==> config.mk <==
export PLATFORM = sky130hd
export DESIGN_NAME = retry_card_control
export DESIGN_NICKNAME = d
export VERILOG_FILES = /design/src/retry_card_pkg.sv /design/src/retry_wait_timer.sv /design/src/retry_card_control.sv
export SDC_FILE = /design/constraint.sdc
export NUM_CORES = 1
export LEC_CHECK = 0
export BUFFER_PORTS_ARGS = -buffer_cell sky130_fd_sc_hd__buf_4
export CAP_MARGIN = 15
export CORE_AREA = 4 4 108 110
export DETAILED_ROUTE_END_ITERATION = 8
export DIE_AREA = 0 0 112 114
export GPL_TIMING_DRIVEN = 0
export PLACE_DENSITY = 0.7
export SYNTH_ARGS = -nofsm -noshare
export SYNTH_HDL_FRONTEND = slang
export SYNTH_SLANG_ARGS = --single-unit
==> constraint.sdc <==
create_clock -name CORE_CLK_IN -period 1.8 [get_ports CORE_CLK_IN]
set_input_delay 0.36 -clock CORE_CLK_IN [delete_from_list [all_inputs] [get_ports CORE_CLK_IN]]
set_output_delay 0.36 -clock CORE_CLK_IN [all_outputs]
set_load 0.02 [all_outputs]
==> src/retry_card_pkg.sv <==
// constants and carrier types for the retry and card control block
package retry_card_pkg;

   // configuration offsets
   localparam logic [7:0] RETRY_STATUS_OFFSET    = 8'h90;
   localparam logic [7:0] CARD_CONTROL_OFFSET    = 8'h91;
   localparam logic [7:0] PIN_ROUTE_LOW_OFFSET   = 8'h8C;

   // retry_timeout_status fields
   localparam int HOST_TIMER_EN_BIT = 7;
   localparam int CARD_TIMER_EN_BIT = 6;
   localparam int CARD_B_EXP_BIT    = 5;
   localparam int CARD_A_EXP_BIT    = 3;
   localparam int HOST_EXP_BIT      = 1;

   // socket_card_control fields
   localparam int RING_EN_BIT  = 7;
   localparam int VIDEO_EN_BIT = 6;
   localparam int PORT_SEL_BIT = 5;
   localparam int AUDIO_EN_BIT = 2;
   localparam int SPK_EN_BIT   = 1;
   localparam int INT_FLAG_BIT = 0;

   // values after reset
   localparam logic       HOST_TIMER_EN_RESET = 1'b1;
   localparam logic       CARD_TIMER_EN_RESET = 1'b1;
   localparam logic [7:0] PIN_ROUTE_RESET     = 8'h00;
   localparam logic [7:0] CFG_DATA_RESET      = 8'h00;

   // retry wait, in PCI clocks (two to the power 15)
   localparam int unsigned RETRY_WAIT_CLOCKS = 32768;
   localparam int          RETRY_COUNT_W     = 16;

   // multipurpose pin 0 routing codes
   localparam logic [3:0] ROUTE_GENERAL_INPUT  = 4'h0;
   localparam logic [3:0] ROUTE_GENERAL_OUTPUT = 4'h1;
   localparam logic [3:0] ROUTE_HOST_INT_A     = 4'h2;

   typedef struct packed {
      logic       wr;
      logic       rd;
      logic       func;
      logic [7:0] addr;
      logic [7:0] wdata;
   } cfg_req_t;

   typedef struct packed {
      logic       valid;
      logic [7:0] data;
   } cfg_rsp_t;

   typedef enum logic [1:0] {
      TIMER_IDLE = 2'b01,
      TIMER_WAIT = 2'b10
   } timer_state_t;

endpackage

==> src/retry_wait_timer.sv <==
// retry wait timer: one per retried master side
`timescale 1ns/1ps
module retry_wait_timer #(
   parameter int unsigned LIMIT = retry_card_pkg::RETRY_WAIT_CLOCKS
) (
   input  wire logic clk_in,
   input  wire logic rstn_in,
   input  wire logic ce_in,
   input  wire logic enable_in,
   input  wire logic retry_in,
   input  wire logic return_in,
   output logic      expired_out
);
   import retry_card_pkg::*;

   timer_state_t             state;
   timer_state_t             next_state;
   logic [RETRY_COUNT_W-1:0] count;
   logic [RETRY_COUNT_W-1:0] next_count;
   logic                     next_expired;

   always_comb begin
      next_state   = state;
      next_count   = count;
      next_expired = 1'b0;
      if (!enable_in) begin
         next_state = TIMER_IDLE;
         next_count = '0;
      end else begin
         case (state)
            TIMER_IDLE: begin
               if (retry_in) begin
                  next_state = TIMER_WAIT;
                  next_count = '0;
               end
            end
            TIMER_WAIT: begin
               if (return_in) begin
                  next_state = TIMER_IDLE;
                  next_count = '0;
               end else if (count == RETRY_COUNT_W'(LIMIT - 1)) begin
                  next_expired = 1'b1;
                  next_state   = TIMER_IDLE;
                  next_count   = '0;
               end else begin
                  next_count = count + 16'h0001;
               end
            end
            default: begin
               next_state = TIMER_IDLE;
               next_count = '0;
            end
         endcase
      end
   end

   always_ff @(posedge clk_in or negedge rstn_in) begin
      if (!rstn_in) begin
         state       <= TIMER_IDLE;
         count       <= '0;
         expired_out <= 1'b0;
      end else if (ce_in) begin
         state       <= next_state;
         count       <= next_count;
         expired_out <= next_expired;
      end
   end
endmodule

==> src/retry_card_control.sv <==
// retry timeout status, socket card control and low pin routing registers
//
// Function
// - time retried master, flag after 2^15 clocks
// - expiry flags clear only on written one
// - bit 7 enables host retry timer
// - bit 6 enables card retry timer, global
// - bit 5 flags socket B card expiry
// - bit 3 flags socket A card expiry
// - bit 1 flags host side expiry
// - reserved bits read as zero
// - ring enable gates all ring output routing
// - video enable floats socket video pins
// - port select picks video winner
// - audio enable routes card audio to pwm
// - both audio enabled, socket 0 wins
// - speaker pin is XOR of sockets
// - speaker pin driven only when enabled
// - card interrupt sets per-socket flag
// - writing one clears interrupt flag
// - low field selects pin 0 source
// - serial strap gives pin 1 serial data
`timescale 1ns/1ps
module retry_card_control #(
   parameter int unsigned RETRY_LIMIT = retry_card_pkg::RETRY_WAIT_CLOCKS
) (
   input  wire logic                     CORE_CLK_IN,
   input  wire logic                     RSTN_IN,
   input  wire logic                     CORE_CE_IN,
   input  wire retry_card_pkg::cfg_req_t CFG_REQ_IN,
   output retry_card_pkg::cfg_rsp_t      CFG_RSP_OUT,
   input  wire logic                     HOST_RETRY_IN,
   input  wire logic                     HOST_RETURN_IN,
   input  wire logic [1:0]               CARD_RETRY_IN,
   input  wire logic [1:0]               CARD_RETURN_IN,
   input  wire logic [1:0]               CARD_FUNC_INT_IN,
   input  wire logic                     RING_INDICATE_OUTPUT_IN,
   input  wire logic                     RING_PIN_SELECT_IN,
   output logic                          RING_PIN_OUT,
   output logic                          RING_ROUTE_OUT,
   output logic [1:0]                    VIDEO_PORT_HIZ_OUT,
   output logic                          VIDEO_SELECT_SOCKET0_OUT,
   output logic                          VIDEO_SELECT_SOCKET1_OUT,
   input  wire logic [1:0]               CARD_AUDIO_SIGNAL_IN,
   output logic                          AUDIO_PWM_OUTPUT_OUT,
   input  wire logic [1:0]               CARD_SPEAKER_SIGNAL_IN,
   output logic                          SPEAKER_OUTPUT_PIN_OUT,
   output logic                          SPEAKER_OUTPUT_PIN_OE_OUT,
   input  wire logic                     GENERAL_OUTPUT_0_IN,
   input  wire logic                     HOST_INTERRUPT_A_IN,
   output logic                          GENERAL_INPUT_0_OUT,
   input  wire logic                     MULTIPURPOSE_PIN_0_IN,
   output logic                          MULTIPURPOSE_PIN_0_OUT,
   output logic                          MULTIPURPOSE_PIN_0_OE_OUT,
   input  wire logic                     SERIAL_LATCH_N_IN,
   input  wire logic                     SERIAL_DATA_LOW_IN,
   output logic                          MULTIPURPOSE_PIN_1_OUT,
   output logic                          MULTIPURPOSE_PIN_1_OE_OUT,
   output logic                          SERIAL_MODE_OUT
);
   import retry_card_pkg::*;

   ////////////////////////////////////////////////////////////////////////////////
   // register state
   logic       host_timer_en, next_host_timer_en;
   logic       card_timer_en, next_card_timer_en;
   logic       host_exp, next_host_exp;
   logic       card_a_exp, next_card_a_exp;
   logic       card_b_exp, next_card_b_exp;
   logic       ring_en, next_ring_en;
   logic [1:0] video_en, next_video_en;
   logic [1:0] port_sel, next_port_sel;
   logic [1:0] audio_en, next_audio_en;
   logic [1:0] spk_en, next_spk_en;
   logic [1:0] int_flag, next_int_flag;
   logic [7:0] route, next_route;
   logic       strap_done, next_strap_done;
   logic       next_serial_mode;
   cfg_rsp_t   next_rsp;
   logic       host_expire;
   logic [1:0] card_expire;
   logic       wr_retry;
   logic       wr_card;
   logic       f;

   ////////////////////////////////////////////////////////////////////////////////
   // retry timers: socket A is function 0, socket B function 1
   retry_wait_timer #(.LIMIT(RETRY_LIMIT)) u_host_timer (
      .clk_in      (CORE_CLK_IN),
      .rstn_in     (RSTN_IN),
      .ce_in       (CORE_CE_IN),
      .enable_in   (host_timer_en),
      .retry_in    (HOST_RETRY_IN),
      .return_in   (HOST_RETURN_IN),
      .expired_out (host_expire)
   );

   for (genvar s = 0; s < 2; s++) begin : g_card_timer
      retry_wait_timer #(.LIMIT(RETRY_LIMIT)) u_card_timer (
         .clk_in      (CORE_CLK_IN),
         .rstn_in     (RSTN_IN),
         .ce_in       (CORE_CE_IN),
         .enable_in   (card_timer_en),
         .retry_in    (CARD_RETRY_IN[s]),
         .return_in   (CARD_RETURN_IN[s]),
         .expired_out (card_expire[s])
      );
   end

   assign f        = CFG_REQ_IN.func;
   assign wr_retry = CFG_REQ_IN.wr && CFG_REQ_IN.addr == RETRY_STATUS_OFFSET;
   assign wr_card  = CFG_REQ_IN.wr && CFG_REQ_IN.addr == CARD_CONTROL_OFFSET;

   ////////////////////////////////////////////////////////////////////////////////
   // register writes and hardware events; a set always beats a same-cycle clear
   always_comb begin
      next_host_timer_en = host_timer_en;
      next_card_timer_en = card_timer_en;
      next_host_exp      = host_exp;
      next_card_a_exp    = card_a_exp;
      next_card_b_exp    = card_b_exp;
      next_ring_en       = ring_en;
      next_video_en      = video_en;
      next_port_sel      = port_sel;
      next_audio_en      = audio_en;
      next_spk_en        = spk_en;
      next_int_flag      = int_flag;
      next_route         = route;
      // the retry register is one shared copy, so function 1 sees the same bits
      if (wr_retry) begin
         next_host_timer_en = CFG_REQ_IN.wdata[HOST_TIMER_EN_BIT];
         next_card_timer_en = CFG_REQ_IN.wdata[CARD_TIMER_EN_BIT];
         if (CFG_REQ_IN.wdata[HOST_EXP_BIT]) next_host_exp = 1'b0;
         if (CFG_REQ_IN.wdata[CARD_A_EXP_BIT]) next_card_a_exp = 1'b0;
         if (CFG_REQ_IN.wdata[CARD_B_EXP_BIT]) next_card_b_exp = 1'b0;
      end
      if (wr_card) begin
         next_ring_en     = CFG_REQ_IN.wdata[RING_EN_BIT];
         next_video_en[f] = CFG_REQ_IN.wdata[VIDEO_EN_BIT];
         next_port_sel[f] = CFG_REQ_IN.wdata[PORT_SEL_BIT];
         next_audio_en[f] = CFG_REQ_IN.wdata[AUDIO_EN_BIT];
         next_spk_en[f]   = CFG_REQ_IN.wdata[SPK_EN_BIT];
         if (CFG_REQ_IN.wdata[INT_FLAG_BIT]) next_int_flag[f] = 1'b0;
      end
      if (CFG_REQ_IN.wr && CFG_REQ_IN.addr == PIN_ROUTE_LOW_OFFSET) begin
         next_route = CFG_REQ_IN.wdata;
      end
      if (host_expire) next_host_exp = 1'b1;
      if (card_expire[0]) next_card_a_exp = 1'b1;
      if (card_expire[1]) next_card_b_exp = 1'b1;
      next_int_flag = next_int_flag | CARD_FUNC_INT_IN;
   end

   always_ff @(posedge CORE_CLK_IN or negedge RSTN_IN) begin
      if (!RSTN_IN) begin
         host_timer_en <= HOST_TIMER_EN_RESET;
         card_timer_en <= CARD_TIMER_EN_RESET;
         host_exp      <= 1'b0;
         card_a_exp    <= 1'b0;
         card_b_exp    <= 1'b0;
         ring_en       <= 1'b0;
         video_en      <= 2'h0;
         port_sel      <= 2'h0;
         audio_en      <= 2'h0;
         spk_en        <= 2'h0;
         int_flag      <= 2'h0;
         route         <= PIN_ROUTE_RESET;
      end else if (CORE_CE_IN) begin
         host_timer_en <= next_host_timer_en;
         card_timer_en <= next_card_timer_en;
         host_exp      <= next_host_exp;
         card_a_exp    <= next_card_a_exp;
         card_b_exp    <= next_card_b_exp;
         ring_en       <= next_ring_en;
         video_en      <= next_video_en;
         port_sel      <= next_port_sel;
         audio_en      <= next_audio_en;
         spk_en        <= next_spk_en;
         int_flag      <= next_int_flag;
         route         <= next_route;
      end
   end

   ////////////////////////////////////////////////////////////////////////////////
   // read answers and registered pin outputs
   always_comb begin
      next_rsp.valid = CFG_REQ_IN.rd;
      next_rsp.data  = CFG_DATA_RESET;
      if (CFG_REQ_IN.rd) begin
         case (CFG_REQ_IN.addr)
            RETRY_STATUS_OFFSET:
               next_rsp.data = {host_timer_en, card_timer_en, card_b_exp, 1'b0,
                                card_a_exp, 1'b0, host_exp, 1'b0};
            CARD_CONTROL_OFFSET:
               next_rsp.data = {ring_en, video_en[f], port_sel[f], 2'b00,
                                audio_en[f], spk_en[f], int_flag[f]};
            PIN_ROUTE_LOW_OFFSET:
               next_rsp.data = route;
            default:
               next_rsp.data = CFG_DATA_RESET;
         endcase
      end
      // strap is caught on the first enabled edge after reset release
      next_strap_done  = 1'b1;
      next_serial_mode = strap_done ? SERIAL_MODE_OUT : !SERIAL_LATCH_N_IN;
   end

   always_ff @(posedge CORE_CLK_IN or negedge RSTN_IN) begin
      if (!RSTN_IN) begin
         CFG_RSP_OUT               <= '0;
         strap_done                <= 1'b0;
         SERIAL_MODE_OUT           <= 1'b0;
         RING_PIN_OUT              <= 1'b0;
         RING_ROUTE_OUT            <= 1'b0;
         VIDEO_PORT_HIZ_OUT        <= 2'h0;
         VIDEO_SELECT_SOCKET0_OUT  <= 1'b0;
         VIDEO_SELECT_SOCKET1_OUT  <= 1'b0;
         AUDIO_PWM_OUTPUT_OUT      <= 1'b0;
         SPEAKER_OUTPUT_PIN_OUT    <= 1'b0;
         SPEAKER_OUTPUT_PIN_OE_OUT <= 1'b0;
         GENERAL_INPUT_0_OUT       <= 1'b0;
         MULTIPURPOSE_PIN_0_OUT    <= 1'b0;
         MULTIPURPOSE_PIN_0_OE_OUT <= 1'b0;
         MULTIPURPOSE_PIN_1_OUT    <= 1'b0;
         MULTIPURPOSE_PIN_1_OE_OUT <= 1'b0;
      end else if (CORE_CE_IN) begin
         CFG_RSP_OUT     <= next_rsp;
         strap_done      <= next_strap_done;
         SERIAL_MODE_OUT <= next_serial_mode;
         RING_PIN_OUT    <= ring_en && !RING_PIN_SELECT_IN && RING_INDICATE_OUTPUT_IN;
         RING_ROUTE_OUT  <= ring_en && RING_INDICATE_OUTPUT_IN;
         VIDEO_PORT_HIZ_OUT <= video_en;
         // port select of function 0 settles a tie between the sockets
         VIDEO_SELECT_SOCKET0_OUT <= video_en[0] && !(video_en[1] && port_sel[0]);
         VIDEO_SELECT_SOCKET1_OUT <= video_en[1] && !(video_en[0] && !port_sel[0]);
         AUDIO_PWM_OUTPUT_OUT <= audio_en[0] ? CARD_AUDIO_SIGNAL_IN[0] :
                                 audio_en[1] && CARD_AUDIO_SIGNAL_IN[1];
         SPEAKER_OUTPUT_PIN_OUT    <= ^CARD_SPEAKER_SIGNAL_IN;
         SPEAKER_OUTPUT_PIN_OE_OUT <= |spk_en;
         if (route[3:0] == ROUTE_GENERAL_INPUT) GENERAL_INPUT_0_OUT <= MULTIPURPOSE_PIN_0_IN;
         case (route[3:0])
            ROUTE_GENERAL_OUTPUT: begin
               MULTIPURPOSE_PIN_0_OUT    <= GENERAL_OUTPUT_0_IN;
               MULTIPURPOSE_PIN_0_OE_OUT <= 1'b1;
            end
            ROUTE_HOST_INT_A: begin
               MULTIPURPOSE_PIN_0_OUT    <= HOST_INTERRUPT_A_IN;
               MULTIPURPOSE_PIN_0_OE_OUT <= 1'b1;
            end
            default: begin
               MULTIPURPOSE_PIN_0_OUT    <= 1'b0;
               MULTIPURPOSE_PIN_0_OE_OUT <= 1'b0;
            end
         endcase
         // serial data is open drain: pull low or release
         MULTIPURPOSE_PIN_1_OUT    <= 1'b0;
         MULTIPURPOSE_PIN_1_OE_OUT <= SERIAL_MODE_OUT && SERIAL_DATA_LOW_IN;
      end
   end
endmodule

==> flow_metrics.tcl <==
set metrics [dict create \
    status "complete, but fails checks" \
    violations "negative hold slack, negative setup slack" \
    synth_area_leader_cell "dfrtp_1" \
    cts_inserted_buffers 9 \
    synthSimpleGateAreaFrac_pct 21.4 \
    portBuffers 61 \
    num_antenna_cells 0 \
    dr.pass1.iters 6 \
    max-cap-violations 0 \
    critPathLaunch "g_card_timer[1].u_card_timer.count[0]" \
    skew_ps 16.5 \
    synth.mux.area_fraction_pct 5.71 \
    total_power_mw 4.48 \
    multi_input_area_um2 2600 \
    cp-start-kind "register" \
    period_minus_slack_ps 1840 \
    grt.overflow.total 0 \
    slowest_delay_ps 410 \
    h-tree-depth 3 \
    clk_pin_slew_ps 100 \
    ys_warn_count 0 \
    synth_xor_area_share_pct 2.35 \
    cp_cell_sequence "ha_2 -> nand3_2 -> or2_0 -> buf_4 -> o41ai_4 -> buf_4 -> a31oi_1" \
    cpLargestDelayFamily "compound AO/OA/AOI/OAI gates" \
    synthArstFlopShare_pct 100 \
    register_area_um2 2640 \
    powerDensity_nw_per_um2 696 \
    design_area_um2 6430 \
    critPathKind "register to register" \
    cp.buffers_inverters 2 \
    seq_area_frac_synth_pct 50.5 \
    via_per_inst 5.71 \
    r2r-start "g_card_timer[1].u_card_timer.count[0]" \
    root_buffer "clkbuf_8" \
    grt_max_degree 57 \
    fin_util_pct 60.1 \
    cts_buffer_depth 2 \
    final-hold-violation-count 12 \
    fin_crit_sh_pct 102 \
    crit_path_end_kind "register" \
    wl_per_cell_um 17.0 \
    die_y_um 114 \
    place_ws_ps -353 \
    vdd_drop_max_mv 0.498 \
    ant_nets 0 \
    hold_class "input port to async pin" \
    cts_hold_buf 0 \
    clock_sinks 105 \
    yosys_register_bits 105 \
    die_w_um 112 \
    rr_endpoint "g_card_timer[1].u_card_timer.state[1]" \
    cts_tree "done" \
    r2r_slack_ps -40 \
    layout.nets 656 \
    rsz0062_at_grt "yes" \
    routabilityCongestion 0.835 \
    crit_path_frequent_cell "buf_4" \
    worstPathArrival_ps 2080 \
    drt_iter0_markers 207 \
    clk_latency_ps 390 \
    cp_slowest_cell "o41ai_4" \
    worstMarginPinSlew_ps 699 \
    drc_errors 0 \
    setup_violations 9 \
    antenna_found_initial 0 \
    yosys.area_share.adder_pct 0.720 \
    p_leak_nw 2.79 \
    synth_edf_count 0 \
    grt_usage_pct 20.7 \
    grt_pass1_vias 4311 \
    dp_hpwl_um 8680 \
    yosysUniqueCellTypes 68 \
    fillers 914 \
    syn_inst 520 \
    synth_flop_cell "dfrtp_1" \
    r2r_cells 7 \
    whs_ps -16.4 \
    avgSynthCellArea_um2 10.0 \
    dr_total_vias 4325 \
    critPathMaxFanout 5 \
    dpl-instance-area_um2 5880 \
    dieArea_um2 12800 \
    grt_first_pass_wirelength_um 21400 \
    yosys-top-cells-area "dfrtp_1, mux2_2, nand2_1" \
    fin_ws_ps -42.1 \
    wirelength_um 12900 \
    core_um2 10700 \
    synth-compound-area-share_pct 16.0 \
    final-max-slew-violation-count 0 \
    start_util_pct 48.7 \
    synth_top_family_by_area "simple AND/OR/NAND/NOR gates" \
    slew-limit-headroom_pct 53.3 \
    area_growth_syn_to_layout_pct 23.4 \
    rows 38 \
    synth.top_cell.area_share_pct 48.0 \
    synthesis.nets 564 \
    clock.fmax_mhz 543 \
    cp_data_required_time_ps 2040 \
    pin_count 65 \
    drive_gt1_share_pct 28.5 \
    syn_area_um2 5210 \
]
## power by group
part	total [mW]	switching (mW)	internal (mW)
logic	0.396	0.225	0.171
clock network	1.58	0.853	0.727
registers	2.50	0.0663	2.44
total	4.48	1.14	3.33
## placed cells by master (no fill, tap or decap), drive strengths merged, types with 8 or more instances in the layout
cell,Yosys,layout
dfrtp,100,100
buf,5,86
nand2,63,63
o21ai,46,46
nand3,40,40
nor2,34,34
clkbuf,14,25
mux2,22,22
inv,15,17
a21oi,17,17
nand4,15,15
o31ai,15,15
nor3,10,10
o2bb2ai,9,9
xnor2,8,8
## layout make-up
class	count	area share, %
buffer	19	1.81
clock buffer	11	2.35
clock inverter	5	0.934
inverter	16	0.934
multi-input combinational	380	40.5
sequential	105	41.0
tap	140	2.72
timing repair buffer	81	9.76
## per-stage QoR
step	std cells	hold WS (ps)	TNS, ps
after floorplan	520	64.4	0
final	757	-16.4	-307
after global placement	721	473	-11210
after global routing	757	28.8	-1330
after detailed placement	722	436	-12730
after CTS	749	10.6	0
## kinds of logic (layout without fill, tap and decap cells)
| kind of cell | after synthesis | after routing |
|---|---|---|
| AND/OR/NAND/NOR | 210 | 210 |
| XOR/XNOR | 14 | 14 |
| adder cells (fa/ha/maj) | 3 | 3 |
| AO/OA/AOI/OAI | 125 | 125 |
| multiplexers | 27 | 27 |
| other | 1 | 1 |
| flip-flops | 105 | 105 |
| buffers and inverters | 35 | 132 |
## worst max path at each step
stage / to / slack [ps] / cells past startpoint
floorplan: g_card_timer[1].u_card_timer.count[10] / 50 / 7
global placement: spk_en[0] / -340 / 5
detailed placement: audio_en[0] / -350 / 5
CTS: g_card_timer[1].u_card_timer.count[8] / 2 / 7
global route: g_card_timer[1].u_card_timer.count[14] / -120 / 7
finish: g_card_timer[1].u_card_timer.state[1] / -40 / 7
## routing by layer
layer,part of all wire (%),global-route usage [%]
met1,46,28.0
met2,50,34.4
met3,3.5,4.03
met4,0.82,5.45
met5,0,0
## cell usage after synthesis (all sizes together), types with 3 or more instances
cell type  number
buf             5
clkbuf         14
a31oi           7
mux2           22
o31ai          15
a21oi          17
xnor2           8
nor3           10
and3            6
a22oi           4
dfstp           5
nand2          63
o2bb2ai         9
nand4bb         3
nand4          15
inv            15
nand3          40
or3             6
xor2            6
a21o            4
dfrtp         100
nor4            3
and2            7
a22o            5
nor3b           7
ha              3
and4            4
nor2           34
mux2i           5
or4             3
o21ai          46
## registers in the layout (all words and copies together) (netlist names), 4 cells and up
| name | flops |
|---|---|
| g_card_timer.u_card_timer.state | 4 |
| CFG_RSP_OUT | 9 |
| route | 8 |
| u_host_timer.count | 16 |
| g_card_timer.u_card_timer.count | 32 |
## timing repair
action                     CTS  global route
hold endpoints to repair     0             0
setup buffers               11             8
gates resized for setup     15            32
pin swaps                    5             8
setup endpoints to repair   42            50
(Power assumes the default switching activity.)
